<file path="config.mk">
export PLATFORM = sky130hd
export DESIGN_NAME = lcs_top
export DESIGN_NICKNAME = d
export VERILOG_FILES = /design/src/pkg/lcs_pkg.sv /design/src/pkg/lcs_store_if.sv /design/src/verilog/lcs_store.sv /design/src/verilog/lcs_top.sv
export SDC_FILE = /design/constraint.sdc
export NUM_CORES = 1
export LEC_CHECK = 0
export BUFFER_PORTS_ARGS = -buffer_cell sky130_fd_sc_hd__buf_2
export CORE_UTILIZATION = 31
export DETAILED_ROUTE_END_ITERATION = 7
export PLACE_DENSITY = 0.51
export SETUP_SLACK_MARGIN = 0.5
export SYNTH_ARGS = -nofsm -noshare
export SYNTH_HDL_FRONTEND = slang
export SYNTH_HIERARCHICAL = 1
export SYNTH_SLANG_ARGS = --single-unit
export TNS_END_PERCENT = 50
</file>
<file path="constraint.sdc">
create_clock -name pclk -period 3.6 [get_ports pclk]
set_input_delay 0.9 -clock pclk [delete_from_list [all_inputs] [get_ports pclk]]
set_output_delay 0.9 -clock pclk [all_outputs]
set_load 0.005 [all_outputs]
</file>
<file path="src/pkg/lcs_pkg.sv">
// package of the logic cell storage block: register map, field positions,
// reset values and selector codes.
// assumes an apb slave with 32-bit data and byte addresses on paddr.
package lcs_pkg;

  // ***************************************************************
  // register map
  // ***************************************************************
  localparam logic [7:0] ADDR_CELL_CFG = 8'h00;
  localparam logic [7:0] ADDR_TABLE_C = 8'h04;
  localparam logic [7:0] ADDR_PAD_CFG = 8'h08;
  localparam logic [7:0] ADDR_STATUS = 8'h0c;

  // ***************************************************************
  // cell configuration fields
  // ***************************************************************
  localparam int CC_DSEL0_LSB = 0;
  localparam int CC_DSEL1_LSB = 2;
  localparam int CC_XSEL = 4;
  localparam int CC_YSEL = 5;
  localparam int CC_EN_SRC_LSB = 6;
  localparam int CC_PC_SRC_LSB = 8;
  localparam int CC_DIN_SRC_LSB = 10;
  localparam int CC_TIN1_SRC_LSB = 12;
  localparam int CC_SET0 = 14;
  localparam int CC_SET1 = 15;
  localparam int CC_INV0 = 16;
  localparam int CC_INV1 = 17;
  localparam int CC_LATCH = 18;
  localparam int CC_EN_USED0 = 19;
  localparam int CC_EN_USED1 = 20;
  localparam int CC_PC_USED0 = 21;
  localparam int CC_PC_USED1 = 22;
  localparam int CC_WIDTH = 23;

  // ***************************************************************
  // pad configuration fields
  // ***************************************************************
  localparam int PC_LATCH = 0;
  localparam int PC_GATE_INV = 1;
  localparam int PC_SET = 2;
  localparam int PC_EN_USED = 3;
  localparam int PC_ROUTE_A_REG = 4;
  localparam int PC_ROUTE_B_REG = 5;
  localparam int PC_WIDTH = 6;

  // ***************************************************************
  // status fields
  // ***************************************************************
  localparam int ST_Q0 = 0;
  localparam int ST_Q1 = 1;
  localparam int ST_PAD_Q = 2;
  localparam int ST_X = 3;
  localparam int ST_Y = 4;
  localparam int ST_TABLE_C = 5;

  // ***************************************************************
  // reset values: reset type, enable and preset/clear unconnected
  // ***************************************************************
  localparam logic [CC_WIDTH-1:0] CELL_CFG_RST = 23'h000000;
  localparam logic [7:0] TABLE_C_RST = 8'h00;
  localparam logic [PC_WIDTH-1:0] PAD_CFG_RST = 6'h00;
  localparam logic CFG_INIT_RST = 1'b1;

  // ***************************************************************
  // storage data source codes
  // ***************************************************************
  typedef enum logic [1:0] {
    LCS_SRC_TABLE_A = 2'h0,
    LCS_SRC_TABLE_B = 2'h1,
    LCS_SRC_TABLE_C = 2'h2,
    LCS_SRC_DIRECT = 2'h3
  } lcs_dsrc_t;

endpackage : lcs_pkg

</file>
<file path="src/pkg/lcs_store_if.sv">
// interface between the cell/pad control logic and one storage element.
// assumes one clock pclk drives both ends.
`timescale 1ns/100ps
interface lcs_store_if;
  logic d;
  logic edge_hit;
  logic gate_open;
  logic en;
  logic force_val;
  logic set_val;
  logic latch;
  logic q;

  modport elem (
    input d,
    input edge_hit,
    input gate_open,
    input en,
    input force_val,
    input set_val,
    input latch,
    output q
  );

  modport ctrl (
    output d,
    output edge_hit,
    output gate_open,
    output en,
    output force_val,
    output set_val,
    output latch,
    input q
  );
endinterface : lcs_store_if

</file>
<file path="src/verilog/lcs_store.sv">
// one storage element: edge flip-flop or level latch with forced value.
// assumes trigger edges and gate levels come already decoded on pclk.
`timescale 1ns/100ps
module lcs_store (
  input wire logic pclk,
  input wire logic presetn,
  lcs_store_if.elem s
);

  // ***************************************************************
  // next value
  // ***************************************************************
  logic q_reg;
  logic q_next;
  logic take_d;

  // latch passes while open, flip-flop only on its decoded edge
  assign take_d = s.latch ? s.gate_open : s.edge_hit;

  always_comb begin
    q_next = q_reg;
    if (s.force_val) begin
      q_next = s.set_val;
    end else if (s.en && take_d) begin
      q_next = s.d;
    end
  end

  always_ff @(posedge pclk or negedge presetn) begin
    if (!presetn) begin
      q_reg <= 1'b0;
    end else begin
      q_reg <= q_next;
    end
  end

  assign s.q = q_reg;

endmodule : lcs_store

</file>
<file path="src/verilog/lcs_top.sv">
// logic cell storage and routing selects plus pad input register, apb view.
// assumes all pins synchronous to pclk; table a/b outputs come from outside.
//
// Operation
// - two cell storage elements share trigger, enable and preset/clear lines
// - direct input or table c output can feed either element; third-table input one only reaches table c
// - each element data picks table a, b, c or direct input
// - output x picks table a or c; output y picks table b or c
// - any of four control inputs may drive any internal control
// - table c inputs: preset/clear bit 0, input one bit 1, direct bit 2
// - preset/clear high forces configured value, ignoring trigger and enable
// - per-element set or reset type drives init and preset/clear value
// - unused preset/clear is inactive; not invertible; reset type by default
// - per-element inversion picks rising or falling trigger edge
// - enable active high; flip-flop loads on active edge only when enabled
// - an element with unconnected enable stays always enabled
// - enable low holds output in both modes; enable not invertible
// - optional latch mode: transparent while gate low and enabled
// - both cell latches share one gate line and one enable
// - pad input goes direct or through flip-flop or latch register
// - pad flip-flop captures rising edge, latch open high, inversion optional
// - pad register loads set/reset on init; holds with enable low
// - each pad route independently carries direct or registered signal
//
// Design decisions made here: the APB register port and the register offsets.
`timescale 1ns/100ps
module lcs_top (
  input wire logic pclk,
  input wire logic presetn,
  input wire logic psel,
  input wire logic penable,
  input wire logic pwrite,
  input wire logic [7:0] paddr,
  input wire logic [31:0] pwdata,
  output logic [31:0] prdata,
  output logic pready,
  output logic pslverr,
  input wire logic [3:0] cell_control_inputs,
  input wire logic storage_trigger_line,
  input wire logic table_four_a,
  input wire logic table_four_b,
  input wire logic global_init_pulse,
  input wire logic pad_in,
  input wire logic pad_trigger_line,
  input wire logic pad_enable,
  output logic cell_q0,
  output logic cell_q1,
  output logic comb_x,
  output logic comb_y,
  output logic pad_route_a,
  output logic pad_route_b
);

  // ***************************************************************
  // configuration registers
  // ***************************************************************
  logic [lcs_pkg::CC_WIDTH-1:0] cell_cfg_reg;
  logic [7:0] table_c_reg;
  logic [lcs_pkg::PC_WIDTH-1:0] pad_cfg_reg;
  logic cfg_init_reg;

  // ***************************************************************
  // apb decode
  // ***************************************************************
  logic setup_phase;
  logic wr_go;
  logic hit_cell;
  logic hit_table;
  logic hit_pad;
  logic hit_status;
  logic addr_ok;
  logic [31:0] status_word;
  logic [31:0] rd_word;
  logic [31:0] prdata_reg;
  logic [31:0] prdata_next;
  logic pready_reg;
  logic pslverr_reg;

  assign setup_phase = psel && !penable;
  // writes land only at the edge where the access completes
  assign wr_go = psel && penable && pwrite && pready_reg;
  assign hit_cell = (paddr == lcs_pkg::ADDR_CELL_CFG);
  assign hit_table = (paddr == lcs_pkg::ADDR_TABLE_C);
  assign hit_pad = (paddr == lcs_pkg::ADDR_PAD_CFG);
  assign hit_status = (paddr == lcs_pkg::ADDR_STATUS);
  assign addr_ok = hit_cell || hit_table || hit_pad || hit_status;
  assign prdata_next = pwrite ? 32'h00000000 : rd_word;

  always_comb begin
    if (hit_cell) begin
      rd_word = {{(32 - lcs_pkg::CC_WIDTH){1'b0}}, cell_cfg_reg};
    end else if (hit_table) begin
      rd_word = {24'h000000, table_c_reg};
    end else if (hit_pad) begin
      rd_word = {{(32 - lcs_pkg::PC_WIDTH){1'b0}}, pad_cfg_reg};
    end else if (hit_status) begin
      rd_word = status_word;
    end else begin
      rd_word = 32'h00000000;
    end
  end

  // read data is captured in setup so it holds still through the access
  always_ff @(posedge pclk or negedge presetn) begin
    if (!presetn) begin
      prdata_reg <= 32'h00000000;
      pready_reg <= 1'b0;
      pslverr_reg <= 1'b0;
    end else begin
      if (setup_phase) begin
        prdata_reg <= prdata_next;
      end
      pready_reg <= setup_phase;
      pslverr_reg <= setup_phase && !addr_ok;
    end
  end

  assign prdata = prdata_reg;
  assign pready = pready_reg;
  assign pslverr = pslverr_reg;

  // ***************************************************************
  // register writes
  // ***************************************************************
  // status is read only; a write there is accepted and dropped
  always_ff @(posedge pclk or negedge presetn) begin
    if (!presetn) begin
      cell_cfg_reg <= lcs_pkg::CELL_CFG_RST;
      table_c_reg <= lcs_pkg::TABLE_C_RST;
      pad_cfg_reg <= lcs_pkg::PAD_CFG_RST;
    end else if (wr_go) begin
      if (hit_cell) begin
        cell_cfg_reg <= pwdata[lcs_pkg::CC_WIDTH-1:0];
      end
      if (hit_table) begin
        table_c_reg <= pwdata[7:0];
      end
      if (hit_pad) begin
        pad_cfg_reg <= pwdata[lcs_pkg::PC_WIDTH-1:0];
      end
    end
  end

  // one init cycle after reset release stands for end of configuration
  always_ff @(posedge pclk or negedge presetn) begin
    if (!presetn) begin
      cfg_init_reg <= lcs_pkg::CFG_INIT_RST;
    end else begin
      cfg_init_reg <= 1'b0;
    end
  end

  // ***************************************************************
  // configuration fields
  // ***************************************************************
  logic [1:0] dsel0;
  logic [1:0] dsel1;
  logic [1:0] en_src;
  logic [1:0] pc_src;
  logic [1:0] din_src;
  logic [1:0] tin1_src;

  assign dsel0 = cell_cfg_reg[lcs_pkg::CC_DSEL0_LSB +: 2];
  assign dsel1 = cell_cfg_reg[lcs_pkg::CC_DSEL1_LSB +: 2];
  assign en_src = cell_cfg_reg[lcs_pkg::CC_EN_SRC_LSB +: 2];
  assign pc_src = cell_cfg_reg[lcs_pkg::CC_PC_SRC_LSB +: 2];
  assign din_src = cell_cfg_reg[lcs_pkg::CC_DIN_SRC_LSB +: 2];
  assign tin1_src = cell_cfg_reg[lcs_pkg::CC_TIN1_SRC_LSB +: 2];

  // ***************************************************************
  // control selectors and table c
  // ***************************************************************
  logic storage_enable;
  logic async_preset_clear;
  logic direct_in;
  logic third_table_input_one;
  logic [2:0] table_c_idx;
  logic table_three_c;

  assign storage_enable = cell_control_inputs[en_src];
  assign async_preset_clear = cell_control_inputs[pc_src];
  assign direct_in = cell_control_inputs[din_src];
  assign third_table_input_one = cell_control_inputs[tin1_src];

  // control lines double as table inputs, so the table still sees them
  assign table_c_idx = {direct_in, third_table_input_one, async_preset_clear};
  assign table_three_c = table_c_reg[table_c_idx];

  // ***************************************************************
  // data and output selectors
  // ***************************************************************
  logic [3:0] data_pool;
  logic d0;
  logic d1;
  logic x_next;
  logic y_next;

  assign data_pool = {direct_in, table_three_c, table_four_b, table_four_a};
  assign d0 = data_pool[dsel0];
  assign d1 = data_pool[dsel1];
  assign x_next = cell_cfg_reg[lcs_pkg::CC_XSEL] ? table_three_c : table_four_a;
  assign y_next = cell_cfg_reg[lcs_pkg::CC_YSEL] ? table_three_c : table_four_b;

  // ***************************************************************
  // trigger line decode
  // ***************************************************************
  logic trig_prev_reg;
  logic pad_trig_prev_reg;
  logic eff0;
  logic eff0_prev;
  logic eff1;
  logic eff1_prev;
  logic pad_eff;
  logic pad_eff_prev;
  logic init_all;

  always_ff @(posedge pclk or negedge presetn) begin
    if (!presetn) begin
      trig_prev_reg <= 1'b0;
      pad_trig_prev_reg <= 1'b0;
    end else begin
      trig_prev_reg <= storage_trigger_line;
      pad_trig_prev_reg <= pad_trigger_line;
    end
  end

  // both elements watch one line, each through its own inverter
  assign eff0 = storage_trigger_line ^ cell_cfg_reg[lcs_pkg::CC_INV0];
  assign eff0_prev = trig_prev_reg ^ cell_cfg_reg[lcs_pkg::CC_INV0];
  assign eff1 = storage_trigger_line ^ cell_cfg_reg[lcs_pkg::CC_INV1];
  assign eff1_prev = trig_prev_reg ^ cell_cfg_reg[lcs_pkg::CC_INV1];
  assign pad_eff = pad_trigger_line ^ pad_cfg_reg[lcs_pkg::PC_GATE_INV];
  assign pad_eff_prev = pad_trig_prev_reg ^ pad_cfg_reg[lcs_pkg::PC_GATE_INV];

  // sampled on pclk, so init takes effect at the next edge, not instantly
  assign init_all = global_init_pulse || cfg_init_reg;

  // ***************************************************************
  // cell storage elements
  // ***************************************************************
  lcs_store_if cell0_if ();
  lcs_store_if cell1_if ();
  lcs_store_if pad_if ();

  assign cell0_if.d = d0;
  assign cell0_if.edge_hit = eff0 && !eff0_prev;
  assign cell0_if.gate_open = !eff0;
  // unconnected enable reads as always active; no inverter on it
  assign cell0_if.en = !cell_cfg_reg[lcs_pkg::CC_EN_USED0] || storage_enable;
  assign cell0_if.force_val = init_all
    || (cell_cfg_reg[lcs_pkg::CC_PC_USED0] && async_preset_clear);
  assign cell0_if.set_val = cell_cfg_reg[lcs_pkg::CC_SET0];
  assign cell0_if.latch = cell_cfg_reg[lcs_pkg::CC_LATCH];

  assign cell1_if.d = d1;
  assign cell1_if.edge_hit = eff1 && !eff1_prev;
  assign cell1_if.gate_open = !eff1;
  assign cell1_if.en = !cell_cfg_reg[lcs_pkg::CC_EN_USED1] || storage_enable;
  assign cell1_if.force_val = init_all
    || (cell_cfg_reg[lcs_pkg::CC_PC_USED1] && async_preset_clear);
  assign cell1_if.set_val = cell_cfg_reg[lcs_pkg::CC_SET1];
  assign cell1_if.latch = cell_cfg_reg[lcs_pkg::CC_LATCH];

  lcs_store u_cell0 (
    .pclk(pclk),
    .presetn(presetn),
    .s(cell0_if.elem)
  );

  lcs_store u_cell1 (
    .pclk(pclk),
    .presetn(presetn),
    .s(cell1_if.elem)
  );

  // ***************************************************************
  // pad input register
  // ***************************************************************
  // the pad register has no preset/clear line, only init
  assign pad_if.d = pad_in;
  assign pad_if.edge_hit = pad_eff && !pad_eff_prev;
  assign pad_if.gate_open = pad_eff;
  assign pad_if.en = !pad_cfg_reg[lcs_pkg::PC_EN_USED] || pad_enable;
  assign pad_if.force_val = init_all;
  assign pad_if.set_val = pad_cfg_reg[lcs_pkg::PC_SET];
  assign pad_if.latch = pad_cfg_reg[lcs_pkg::PC_LATCH];

  lcs_store u_pad (
    .pclk(pclk),
    .presetn(presetn),
    .s(pad_if.elem)
  );

  // ***************************************************************
  // registered outputs
  // ***************************************************************
  logic comb_x_reg;
  logic comb_y_reg;
  logic route_a_reg;
  logic route_b_reg;
  logic route_a_next;
  logic route_b_next;

  // a registered route adds the element's own pclk on top of this flop
  assign route_a_next = pad_cfg_reg[lcs_pkg::PC_ROUTE_A_REG] ? pad_if.q : pad_in;
  assign route_b_next = pad_cfg_reg[lcs_pkg::PC_ROUTE_B_REG] ? pad_if.q : pad_in;

  // direct routes cost one pclk so every output leaves from a flop
  always_ff @(posedge pclk or negedge presetn) begin
    if (!presetn) begin
      comb_x_reg <= 1'b0;
      comb_y_reg <= 1'b0;
      route_a_reg <= 1'b0;
      route_b_reg <= 1'b0;
    end else begin
      comb_x_reg <= x_next;
      comb_y_reg <= y_next;
      route_a_reg <= route_a_next;
      route_b_reg <= route_b_next;
    end
  end

  assign cell_q0 = cell0_if.q;
  assign cell_q1 = cell1_if.q;
  assign comb_x = comb_x_reg;
  assign comb_y = comb_y_reg;
  assign pad_route_a = route_a_reg;
  assign pad_route_b = route_b_reg;

  // ***************************************************************
  // status word
  // ***************************************************************
  always_comb begin
    status_word = 32'h00000000;
    status_word[lcs_pkg::ST_Q0] = cell0_if.q;
    status_word[lcs_pkg::ST_Q1] = cell1_if.q;
    status_word[lcs_pkg::ST_PAD_Q] = pad_if.q;
    status_word[lcs_pkg::ST_X] = comb_x_reg;
    status_word[lcs_pkg::ST_Y] = comb_y_reg;
    status_word[lcs_pkg::ST_TABLE_C] = table_three_c;
  end

endmodule : lcs_top

</file>
After elaboration in Yosys (flattened, before gate mapping)
Cells that the tools add are included.
{"block": "word_totals", "in_bits": 56, "elab_cells": 103, "reg_bits": 81, "out_inout_bits": 40}
{"block": "classes", "n_reduce_logical": 39, "n_eq_ne": 3, "magnitude_cmp": 7, "n_mux": 32, "bitwise_logic": 6}
{"op": "$mux W32", "n": 3}
{"op": "$mux W1", "n": 20}
{"op": "$lt A2 B3 Y1 const B", "n": 6}
{"op": "$eq A8 B4 Y1 const B", "n": 2}
{"op": "$logic_and A1 B1 Y1", "n": 13}
{"op": "$bmux W1 S2", "n": 6}
{"op": "$mux W6", "n": 2}
{"op": "$logic_not A1 Y1", "n": 10}
{"op": "$logic_or A1 B1 Y1", "n": 9}
{"op": "$eq A8 B3 Y1 const B", "n": 1}
{"op": "$logic_not A8 Y1", "n": 1}
{"op": "$reduce_and A2 Y1", "n": 3}
{"op": "$reduce_bool A2 Y1", "n": 3}
{"op": "$xor A1 B1 Y1", "n": 6}
{"op": "$lt A3 B4 Y1 const B", "n": 1}
{"op": "$bmux W1 S3", "n": 1}

Longest topological paths before layout
Gate-level depths: netlist of the first run.
{"block": "logic_depth", "depth_word": 9, "ltp_mapped": 8, "depth_no_buf": 7}

By module
The synthesis of the first run kept the hierarchy.
{"module": "lcs_top", "instances": 1, "area_each_um2": 3101.7, "seq_area_each_um2": 1727.9, "cells_each": 215}
{"module": "lcs_store", "instances": 3, "area_each_um2": 72.6, "seq_area_each_um2": 25.0, "cells_each": 6}

Worst setup path before layout of the first run
No wires, ideal clock.
{"block": "synth_path", "path_type": "input to register", "startpoint": "input cell_control_inputs[3]", "endpoint": "register u_cell0.q_reg, in the netlist u_cell0/s.q", "path_buffers": 1, "stages": 8, "setup_slack_ns": 0.754, "required_time_ns": 3.479, "setup_time_ns": 0.121, "t_arrival_ns": 2.726, "path_cell_list": "mux4_2 > buf_6 > mux2i_1 > mux2i_1 > mux2_4 > mux4_2 > a31o_1 > a2bb2oi_1"}
{"block": "synth_between", "elab_chain_cells": 8, "word_cells_on_any_way": 19, "cone_classes": "14 x mux; 5 x reduce/logical"}
{"item": "start: declaration", "line": "lcs_top.sv:38", "text": "input wire logic [3:0] cell_control_inputs,"}
{"item": "$bmux W1 S2, on equally long branches", "line": "lcs_top.sv:181, lcs_top.sv:182, lcs_top.sv:183"}
{"item": "$mux W1, on equally long branches", "line": "lcs_top.sv:181, lcs_top.sv:182, lcs_top.sv:183"}
{"item": "$bmux W1 S3", "line": "lcs_top.sv:187", "text": "assign table_three_c = table_c_reg[table_c_idx];"}
{"item": "$mux W1 (implied by the code)", "line": "lcs_top.sv:187"}
{"item": "$bmux W1 S2 *", "line": "lcs_top.sv:199", "text": "assign d0 = data_pool[dsel0];"}
{"item": "$mux W1 (implied by the code) *", "line": "lcs_top.sv:199"}
{"item": "via cell0_if.d", "line": "lcs_store_if.sv:5", "text": "logic d;"}
{"item": "$mux W1 *", "line": "lcs_store.sv:24", "text": "end else if (s.en && take_d) begin"}
{"item": "$mux W1 *", "line": "lcs_store.sv:22", "text": "if (s.force_val) begin"}
{"item": "end signal: assignment", "line": "lcs_store.sv:33", "text": "q_reg <= q_next;"}
{"item": "end: declaration", "line": "lcs_store.sv:13", "text": "logic q_reg;"}
Mark *: on every way through the listed nets, which the timed path passes. The rest lies on a longest branch. The select of a mux whose other input is x is not followed.
A chain may end at the register's enable or synchronous reset.

Final worst setup path of the first run
Same ends and word-level chain as after synthesis.

==> results summary, run 1 <==
The run finished with clean final reports. The clock group share of total power came out at 0.402. The upper clock frequency limit is 0.355 GHz. Leaving out fill and tap cells, the most frequent cell in the layout is buf_2.

The initial antenna violation count came out at 0. Setup repair after global routing left no endpoint under its margin. The H-tree depth reported by CTS came out at 3. The root buffer cell is clkbuf_8. The number of hold violations in the final report is 0. In this run the power density over the cells is 388 nW/µm².

The antenna diode count is 0. The largest voltage drop on the vdd net came out at 161 µV. The unique cell type count in the Yosys netlist is 41. The post-synthesis share of cell area spent on and, or, nand and nor gates is 0.0441. The share of the Yosys chip area taken by registers is 0.543. The total negative setup slack came out at 0 ns. Of the total synthesized cell area, the portion taken by XOR and XNOR cells is 0.00792. The average cell area after synthesis came out at 14.2 µm². Detailed placement ended at an HPWL of 5770 µm. For this design the total switching power over the nets is 0.360 mW. The kind of end point of the critical path is a flip-flop. Entering global routing, the biggest net connects 40 pins.

The total global routing track utilization came out at 0.149. The signal arrival time at the worst endpoint came out at 3.05 ns. The time the final worst path needs with I/O delays and setup came out at 2.82 ns. The synthesized-area fraction occupied by ao, oa, aoi and oai cells is 0.103.

The DRC marker count from the first detailed-route iteration is 67. The number of remaining DRC errors came out at 0. From left edge to right edge, the die measures 105 µm. The final-report max-slew violation count is 0.

The maximum net fanout on the critical path came out at 6. Measured against its own limit, the worst slew margin works out to 0.466. The number of setup violations in the final report is 0.

The number of synthesized register bits is 72. The transition time of the tightest slew-check pin is 0.801 ns. The cell taking the most area after synthesis is dfrtp_1. The per-cell routed wire length is 17.2 µm. Of the cells placed in the final design, the portion with a size suffix greater than 1 is 0.505. After routing the design area is 4030 µm².

The overflow left after global routing came out at 0. The via count normalized by instance count came out at 4.85. The die area came out at 11100 µm².

The worst setup path is of the primary input to flip-flop kind. The cell-internal power is 1.20 mW. The mux share of post-synthesis cell area came out at 0.260. The clock edge transition at the registers on the reported setup and hold paths is 0.07 ns. Summing all placed instances gives a cell area of 3840 µm². The largest buffer count on any clock path is 2. The fraction of post-synthesis cell area in the top cell type by area came out at 0.535.

Yosys attributes the largest share of cell area to dfrtp_1, mux2_2, mux4_2. Across the routed clock network, the largest skew measured is 0.0122 ns. The proportion of total power due to net switching came out at 0.230. The final layout contains 371 nets.

The max-cap check violation count came out at 0. The type of the most critical hold path is flip-flop to flip-flop. The total routed wirelength came out at 7810 µm.

The worst endpoint required time came out at 3.83 ns. The count of hold-fix buffers inserted at cts is 0. The post-cts gate resize count came out at 0. In this run, CTS created clock tree buffers numbering 9.

STA classifies the critical path startpoint as a primary input. The count of buffers inserted at the top-level ports is 77. The fraction of power consumed by sequential logic came out at 0.527.

The placeable core region came out at 10400 µm². The clock insertion delay at the later pin of the skew report came out at 0.34 ns. The proportion of power drawn by combinational gates is 0.072. The dominant combinational cell family by area after synthesis is multiplexers. The first-pass GRT wire length is 12200 µm. The first TritonRoute pass finished after 4 iterations. Routability-driven placement finished with a final weighted congestion of 0.716. The number of sinks on the clock net is 72. Measured on the finished design, the core utilization comes to 0.389. The number of buffers inserted to repair setup after CTS is 0.

The cell leakage power is 2.04 nW. Relative to the synthesized area, the layout overhead comes to 21.4%. The total power is 1.56 mW.

The worst reg-to-reg setup slack came out at 1.00 ns. The via count of the routed design came out at 2207. The initial cell density of the core is 0.320.

The top-level port count came out at 96. The library cells used most frequently in the layout, excluding fill and tap cells, are buf_2, dfrtp_1, mux2_2. The die boundary height came out at 105 µm. The number of global-route vias before repair came out at 2228.

TritonCTS built the clock tree. The post-synthesis adder-cell area fraction is 0. The residual antenna-violating net count after detailed routing came out at 0. The count of warnings emitted by yosys is 6. The filler cell count in the final layout is 1028. Dividing the final minimum period by the clock period gives 0.783. After synthesis the cells add up to 3320 µm². The post-synthesis instance total is 233. The floorplan has 37 rows.
[synthesized netlist by cell type (all sizes together)]
library cell	count
o31ai	2
a22o	20
a21boi	3
nor2	4
nand3b	1
a41o	1
nand2	7
a21oi	1
xnor2	2
and3	1
nand4	1
mux2	45
dfrtp	71
or3	1
or2	1
o41ai	1
or4	1
inv	5
a21o	2
dfstp	1
buf	14
conb	1
nand2b	6
nor4	1
xor2	1
mux2i	9
clkbuf	6
a2bb2oi	3
o21ai	3
a31o	3
mux4	11
nor3	2
a31oi	1
nor2b	1
[power by group through the flow]
stage	registers (mW)	logic, mW	clock network, mW
6_report	0.824	0.112	0.628
5_1_grt	0.824	0.124	0.678
4_1_cts	0.824	0.115	0.641
3_5_place_dp	0.840	0.114	0
3_3_place_gp	0.839	0.112	0
2_1_floorplan	0.838	0.0547	0
[cell families after synthesis]
logic type,Yosys count
AOI/OAI and AO/OA,40
xor gates and xnor gates,3
buffers and inverters,25
DFF,72
muxes,65
other,1
and+or+nand+nor,27
[through the flow]
step / setup WS (ns) / instances / hold WS [ns]
finish: 0.781 / 455 / 0.486
CTS: 0.782 / 455 / 0.496
floorplan: 0.754 / 242 / 0.473
detailed placement: 0.425 / 440 / 0.479
global route: 0.733 / 455 / 0.519
global placement: 0.481 / 440 / 0.461
[final timing paths]
kind,startpoint,endpoint,cells past startpoint
worst max-delay path,cell_control_inputs[3],u_cell0/s.q,8
worst min-delay path,prdata[7],prdata[7],2
worst max register to register,cell_cfg_reg[8],u_cell0/s.q,7
worst min register to register,prdata[7],prdata[7],2
max in group asynchronous,presetn,prdata[7],2
min in group asynchronous,presetn,cell_cfg_reg[13],1
[per-layer routing]
layer  vias to the layer above  wire length (µm)  GRT usage
met5                         -                 0          0
li1                       1017                 -          -
met2                        68              3780      0.239
met1                      1113              3510      0.194
met4                         0               116     0.0543
met3                         9               400     0.0383
[cell type report]
cell class,instances,area (µm²),area share
clock buffers,12,145,0.0360
well taps,136,170,0.0422
inverters,5,18.8,0.00466
clock inverters,3,42.5,0.0106
multi-input cells,145,1410,0.351
flip-flops and latches,72,1800,0.448
repair buffers,82,435,0.108
[worst max-delay path, cell delays in order]
cell	delay, ns
buf_2	0.11
mux4_2	0.59
mux2i_1	0.24
mux2i_1	0.10
mux2_4	0.31
mux4_2	0.47
a31o_1	0.19
a2bb2oi_1	0.13
(Power assumes the default switching activity.)
==> run 2: changes to the inputs <==
ABC_AREA = 1   (was not set)
clock period = 2.65 ns   (was 3.6 ns; I/O delays follow)
==> run 2 against run 1 <==
  * Via count rose by 38%
  * Non-clock buffer count increased by 2
  * Sequential share of layout area decreased by 3.4 points
  * Largest power group is now the clock network
==> results summary, run 2 <==
The largest voltage drop on the vdd net came out at 313 µV (+94%). The net switching component of the power is 0.579 mW (+61%). The initial antenna violation count is 0 (unchanged). The final design area excluding fillers is 4360 µm² (+8.3%). The upper clock frequency limit is 0.534 GHz.

The slowest stage of the critical path belongs to the cell nand2_2. The clock insertion delay at the later pin of the skew report came out at 0.33 ns (about the same). The clock tree from TritonCTS is yes. The number of global-route vias before repair came out at 2848 (+28%). The average cell area after synthesis came out at 8.56 µm² (-40%). Sorting the synthesized cells by area gives the leading types as dfrtp_1, nand2_1, o21ai_0.

The via count normalized by instance count is 4.74 (-2.4%). The met3 global-route usage is 0.0323 (-0.00607). The final RePlAce weighted congestion came out at 0.854 (+19%). The fraction of synthesis flops using an asynchronous set or reset pin is 1.00 (unchanged). The proportion of total power due to net switching was 0.230 (about the same). The number of remaining DRC errors is 0 (unchanged). The most frequent standard cell in the layout excluding fill and tap cells is nand2_1.

The cell leakage power came to 2.31 nW (+13%). The number of hold violations in the final report came to 0 (unchanged). The first-pass GRT wire length is 14500 µm (+19%).

The total routed wirelength is 9030 µm (+16%). The cell-internal power is 1.93 mW (+61%). The final-report max-slew violation count came out at 0 (unchanged).

Setup repair after global routing left no endpoint under its margin. The overflow left after global routing was 0 (unchanged). The H-tree depth reported by CTS is 3 (unchanged). The horizontal extent of the die came to 109 µm (+3.1%). The count of buffers inserted at the top-level ports is 77 (unchanged). The per-cell routed wire length is 14.1 µm (-18%). The most common cell in the netlist is nand2_1. The number of detailed-routing iterations run before antenna repair came to 5 (+1).

The row count came out at 38 (+2.7%). The total clock buffers created by CTS was 9 (unchanged). The total power per unit cell area was 576 nW/µm² (+48%).

The routing usage on met1 came out at 0.221 (+0.0267). On the critical path the largest part of the delay comes from simple AND/OR/NAND/NOR gates. The synthesized-area fraction occupied by xor and xnor cells is 0 (-0.00792). The most used flip-flop cell after synthesis is dfrtp_1. The number of buffers inserted to repair setup after CTS was 0 (unchanged). The number of instances in the placed design came out at 625 (+42%). The top-level port count was 96 (unchanged). By startpoint and endpoint, the worst setup path is classified as primary input to flip-flop.

The max-cap check violation count is 0 (unchanged). The maximum number of pins on one net before global-route repair came out at 73 (+83%). The antenna diode count is 0 (unchanged). The number of standard cells in the layout, taps in and fillers out came out at 641 (+41%). The root buffer cell is clkbuf_16. The synthesized-area fraction occupied by ao, oa, aoi and oai cells is 0.156 (+0.0529). The number of setup violations in the final report came out at 0 (unchanged). The unique cell type count in the Yosys netlist was 34 (-17%). The total negative setup slack came out at 0 ns (unchanged). The number of sinks on the clock net is 72 (unchanged). The type of the most critical hold path is primary input to async pin. The worst endpoint required time came out at 2.86 ns (-0.97 ns). The placed standard-cell area came to 4060 µm² (+5.6%).

The fraction of post-synthesis cell area in the top cell type by area came out at 0.503 (-0.0324). From synthesis to final layout, the design area changed by 23.4%. The clock group share of total power is 0.491 (+0.089). The mux share of post-synthesis cell area is 0.0255 (-0.234). The total buffers and inverters traversed by the critical path came out at 2 (+1). The number of synthesized register bits came to 72 (unchanged). The final setup skew is 0.00896 ns (-0.00322 ns). The part of the Yosys area used for sequential elements is 0.510 (-0.0329). The post-cts gate resize count was 0 (unchanged). The die boundary height was 109 µm (+3.1%). The routed design could run at a clock period as short as 1.87 ns.

The maximum net fanout on the critical path is 24 (+18). The post-synthesis adder-cell area fraction came out at 0 (unchanged). The ratio of cells with drive above 1 in the final layout came out at 0.246 (-0.259). The clock edge transition at the registers on the reported setup and hold paths was 0.06 ns (about the same).

The estimated wirelength of the detail-placed design came out at 6700 µm (+16%). The stage delay of the slowest cell on the critical path is 0.43 ns (-0.16 ns). After synthesis, the largest family of logic cells by area is simple AND/OR/NAND/NOR gates.

The post-route clock period utilization is 0.707. The largest buffer count on any clock path is 2 (unchanged). The global routing's busiest layer is met2.

The net count reported at finish is 552 (+49%). The fraction of power consumed by sequential logic came out at 0.446 (-0.081). The die area came to 11800 µm² (+6.3%). In the layout the commonest cells are nand2_1, buf_2, dfrtp_1.

The post-synthesis instance total came out at 413 (+77%). Walking the worst path, the cells encountered are buf_2 -> nand2_1 -> nor2_1 -> nand2_2 -> buf_4 -> nand2_1 -> o21ai_0. The DRC marker count from the first detailed-route iteration is 126 (+88%). The count of warnings emitted by yosys came out at 6 (unchanged). The post-route core utilization came out at 0.397 (+0.00861). The via count of the routed design came out at 3036 (+38%). The biggest area contributor in the post-synthesis netlist is dfrtp_1.

The relative slew slack came out at 0.634 (+0.168). The worst setup path is launched from a primary input. The proportion of power drawn by combinational gates came out at 0.063 (-0.009). The count of hold-fix buffers inserted at cts is 0 (unchanged). The transition time of the tightest slew-check pin came out at 0.548 ns (-0.253 ns). The met2 usage came out at 0.264 (+0.0244). The total global routing track utilization is 0.163 (+0.0144). The placeable core region was 11000 µm² (+5.9%). STA classifies the critical path endpoint as a flip-flop.

The flow ran to the end, and the final reports show no timing, DRC or antenna violations. The cell that appears most often on the critical path is nand2_1. The residual antenna-violating net count after detailed routing came out at 0 (unchanged). The number of enable-type register cells in the synthesized netlist came out at 0 (unchanged). The post-synthesis share of cell area spent on and, or, nand and nor gates is 0.203 (+0.159). The commonest cells after synthesis are nand2_1, dfrtp_1, inv_1, o21ai_0, nor2_1.

The total standard cell area after synthesis came out at 3530 µm² (+6.4%). The initial cell density of the core was 0.322 (+0.00161). The signal arrival time at the worst endpoint is 2.08 ns (-0.97 ns).
run 2: changes by cell type after synthesis, sizes merged, moves of 6 or more:
cell | before | now
mux2 | 45 | 7
a21oi | 1 | 23
nand2b | 6 | 0
nand2 | 7 | 104
mux2i | 9 | 0
mux4 | 11 | 0
o21ai | 3 | 46
nor2 | 4 | 25
nand3 | 0 | 22
inv | 5 | 60
a22o | 20 | 1
a32o | 0 | 15
run 2: per-layer routing:
layer / vias to the layer above / routed length [µm]
met3: 7 / 343
met2: 63 / 4370
li1: 1504 / -
met1: 1462 / 4210
met4: 0 / 97
met5: - / 0
run 2: final cells by class:
class	instances	area, µm²
fill	1158	6620
sequential	72	1800
tap	140	175
clock inverter	5	63.8
multi-input combinational	268	1400
inverter	61	230
timing repair buffer	84	450
clock buffer	11	243
run 2: logic make-up (layout without fill, tap and decap cells):
kind of cell / Yosys count / count (layout)
buf+inv: 82 / 161
simple gates: 161 / 161
flops: 72 / 72
other cells: 1 / 10
mux: 7 / 7
compound gates: 90 / 90
run 2: per-stage QoR:
| step | total power [mW] | worst slack [ns] | hold WS (ns) |
|---|---|---|---|
| detailed placement | 1.30 | 0.405 | 0.464 |
| global route | 2.62 | 0.629 | 0.398 |
| CTS | 2.53 | 0.744 | 0.370 |
| floorplan | 1.22 | 0.904 | 0.367 |
| finish | 2.51 | 0.776 | 0.359 |
| global placement | 1.30 | 0.427 | 0.464 |
run 2: power groups by stage:
| stage | clock network (mW) | registers, mW | logic [mW] |
|---|---|---|---|
| floorplan | 0 | 1.14 | 0.0784 |
| global placement | 0 | 1.14 | 0.161 |
| detailed placement | 0 | 1.14 | 0.163 |
| CTS | 1.25 | 1.12 | 0.163 |
| global route | 1.31 | 1.12 | 0.185 |
| finish | 1.23 | 1.12 | 0.159 |
run 2: worst paths after layout:
kind	to	startpoint	depth (start not counted)	slack, ns
min in group pclk	pad_trig_prev_reg	pad_trigger_line	1	0.47
hold / removal	prdata[10]	presetn	2	0.36
setup / recovery	cell_cfg_reg[4]	psel	7	0.78
hold reg to reg	prdata[5]	prdata[5]	2	0.47
max in group asynchronous	cfg_init_reg	presetn	2	1.96
setup reg to reg	u_cell1/s.q	cell_cfg_reg[8]	13	0.85
==> run 3: changes to the inputs <==
clock period = 1.8 ns   (was 2.65 ns; I/O delays follow)
==> run 3 against run 2 <==
  * Die area unchanged
  * Sequential power grew 47%
  * Largest power group unchanged
  * Count of clock-buffer cells in the layout decreased by 2
  * Global-route usage grew 0.53 points
  * Setup slack got worse by 0.54 ns
  * Flip-flop and latch count stayed put
  * Highest routed layer unchanged
  * Hold slack worse by 0.28 ns
  * Sequential share of layout area is 3.4 points lower
  * First-iteration DRC count down 15%
  * Critical path type is now flip-flop to flip-flop
  * Routed wire length rose by 2.3%
  * Total power is 49% higher
==> results summary, run 3 (synthesis gave the netlist of run 2 again) <==
The count of buffers inserted at the top-level ports is 77 (unchanged). The post-route clock period utilization came out at 0.870. The placeable core region is 11000 µm² (unchanged). The proportion of total power due to net switching is 0.241 (+0.0107). Setup repair after global routing could not meet its margin everywhere. The total buffers and inverters traversed by the critical path came out at 2 (unchanged). The number of global-route vias before repair is 2977 (+4.5%).

The final RePlAce weighted congestion is 0.841 (-1.5%). The number of detailed-routing iterations run before antenna repair is 4 (-1). The worst reg-to-reg setup slack came to 0.23 ns (-0.62 ns).

The die boundary height is 109 µm (unchanged). The top-level port count came out at 96 (unchanged). The time the final worst path needs with I/O delays and setup is 1.57 ns. The ratio of cells with drive above 1 in the final layout came out at 0.337 (+0.0916). The number of sinks on the clock net came to 72 (unchanged).

The type of the most critical hold path is primary input to async pin. The total power came out at 3.74 mW (+49%). The row count came out at 38 (unchanged). The total global routing track utilization came to 0.169 (+0.00526).

The per-cell routed wire length is 13.9 µm (-1.4%). The initial antenna violation count came out at 0 (unchanged). The total power per unit cell area is 787 nW/µm² (+37%). TritonCTS built the clock tree. Timing would allow up to 0.638 GHz.

The register area is 1800 µm² (unchanged). The worst endpoint required time is 2.01 ns (-0.85 ns). The library cells used most frequently in the layout, excluding fill and tap cells, are nand2_1, buf_2, dfrtp_1.

The worst register-to-register path begins at cell_cfg_reg[8]. The total negative setup slack was 0 ns (unchanged). The kind of critical path is flip-flop to flip-flop.

The worst setup path is launched from a flip-flop. Traced cell by cell, the critical path runs through inv_2 -> nand2_2 -> nand3_4 -> nand2_4 -> nand2_1 -> nand3_2 -> nand3b_4 -> buf_4 -> nand3_1 -> nand3_1 -> nand2_1 -> nand2_1. The most frequent standard cell in the layout excluding fill and tap cells is nand2_1.

On the critical path the largest part of the delay comes from simple AND/OR/NAND/NOR gates. The cell leakage power is 2.48 nW (+7.3%). The horizontal extent of the die came out at 109 µm (unchanged). The count of hold-fix buffers inserted at cts is 0 (unchanged). The total routed wirelength is 9230 µm (+2.3%).

The first-pass GRT wire length is 14900 µm (+2.7%). The total clock buffers created by CTS is 9 (unchanged). Relative to the synthesized area, the layout overhead comes to 34.5%. Clock tree synthesis selected as its root buffer the cell clkbuf_16. The fraction of power consumed by sequential logic came out at 0.440 (-0.006). The final-report max-slew violation count is 0 (unchanged).

The via count normalized by instance count is 4.61 (-2.6%). The transition time of the tightest slew-check pin is 0.503 ns (-0.0443 ns). The worst reg2reg path depth came to 12 (-1).

The flow ran to the end, and the final reports show no timing, DRC or antenna violations. The largest voltage drop on the vdd net was 370 µV (+18%). The die area is 11800 µm² (unchanged). The clock insertion delay at the later pin of the skew report came to 0.34 ns (about the same). The initial cell density of the core was 0.322 (unchanged). STA classifies the critical path endpoint as a flip-flop.

The max-cap check violation count is 0 (unchanged). The overflow left after global routing is 0 (unchanged). The clock edge transition at the registers on the reported setup and hold paths was 0.07 ns (about the same).

The clock group share of total power came out at 0.483 (-0.008). The net count reported at finish is 576 (+4.3%). The DRC marker count from the first detailed-route iteration was 107 (-15%). The proportion of power drawn by combinational gates was 0.077 (+0.014).

Among all stages on the critical path, the largest delay is contributed by dfrtp_1. The estimated wirelength of the detail-placed design is 6940 µm (+3.5%). The filler cell count in the final layout came out at 1120 (-3.3%). The capture instance of the worst register-to-register path is prdata[5]. Among the stages of the critical path, the cell type that occurs most often is nand2_1.

The antenna diode count is 0 (unchanged). The area used by multi-input combinational logic came out at 1550 µm² (+11%). The maximum number of pins on one net before global-route repair came out at 35 (-52%).

The residual antenna-violating net count after detailed routing came out at 0 (unchanged). The signal arrival time at the worst endpoint is 1.78 ns (-0.30 ns). The relative slew slack is 0.664 (+0.0308). The via count of the routed design came to 3067 (+1.0%). The cell-internal power is 2.84 mW (+47%). The H-tree depth reported by CTS is 3 (unchanged).

The number of hold violations in the final report came to 0 (unchanged). The net switching component of the power is 0.901 mW (+56%). The maximum net fanout on the critical path came out at 5 (-79%). The number of remaining DRC errors came out at 0 (unchanged).

The largest buffer count on any clock path was 2 (unchanged). The number of setup violations in the final report came out at 0 (unchanged). The stage delay of the slowest cell on the critical path came to 0.40 ns (-0.03 ns).

The final setup skew is 0.0139 ns (+0.00490 ns).
run 3: final cells by class:
| class | instances | area share |
|---|---|---|
| Sequential cell | 72 | 0.379 |
| Multi-Input combinational cell | 268 | 0.327 |
| Timing Repair Buffer | 108 | 0.145 |
| Inverter | 61 | 0.0490 |
| Clock buffer | 9 | 0.0474 |
| Tap cell | 140 | 0.0369 |
| Clock inverter | 7 | 0.0158 |
run 3: through the flow:
stage	hold slack, ns	instances	util	cell area [µm²]	setup slack [ns]
6_report	0.0749	665	0.433	4750	0.234
3_5_place_dp	0.441	637	0.389	4270	0.0579
5_1_grt	0.0974	665	0.433	4750	0.0735
4_1_cts	0.0766	661	0.424	4650	0.246
2_1_floorplan	0.154	422	-	3660	0.295
3_3_place_gp	0.442	637	0.389	4270	0.0799
run 3: worst max-delay path by stage:
stage,startpoint,to,slack [ns],cells after the start
5_1_grt,cell_cfg_reg[8],u_cell1/s.q,0.07,13
3_3_place_gp,cell_control_inputs[3],u_cell0/s.q,0.08,13
2_1_floorplan,paddr[5],cell_cfg_reg[18],0.30,8
3_5_place_dp,cell_control_inputs[3],u_cell0/s.q,0.06,13
4_1_cts,cell_cfg_reg[8],u_cell0/s.q,0.25,13
6_report,cell_cfg_reg[8],prdata[5],0.23,12
run 3: power by group through the flow:
stage               registers [mW]  logic, mW  clock network (mW)
global placement              1.68      0.264                   0
detailed placement            1.68      0.268                   0
CTS                           1.65      0.282                1.85
finish                        1.65      0.288                1.81
global route                  1.65      0.326                1.92
floorplan                     1.68      0.125                   0
run 3: per-layer routing:
metal,vias up,global-route usage,part of all wire
li1,1541,-,-
met1,1446,0.226,0.48
met2,69,0.271,0.47
met3,11,0.0275,0.036
met4,0,0.0685,0.016
met5,-,0,0
run 3: worst reg2reg max path, delay by kind of cell, from the launching register on:
family	cells	cell delay (ns)
and+or+nand+nor	10	0.84
DFF	1	0.40
buffers and inverters	2	0.22
run 3: repair_timing:
action | CTS | global route
pin swaps | 4 | 10
endpoints found under the setup margin | 20 | 52
gates resized for setup | 7 | 22
buffers inserted | 8 | 4
gates cloned | 0 | 0
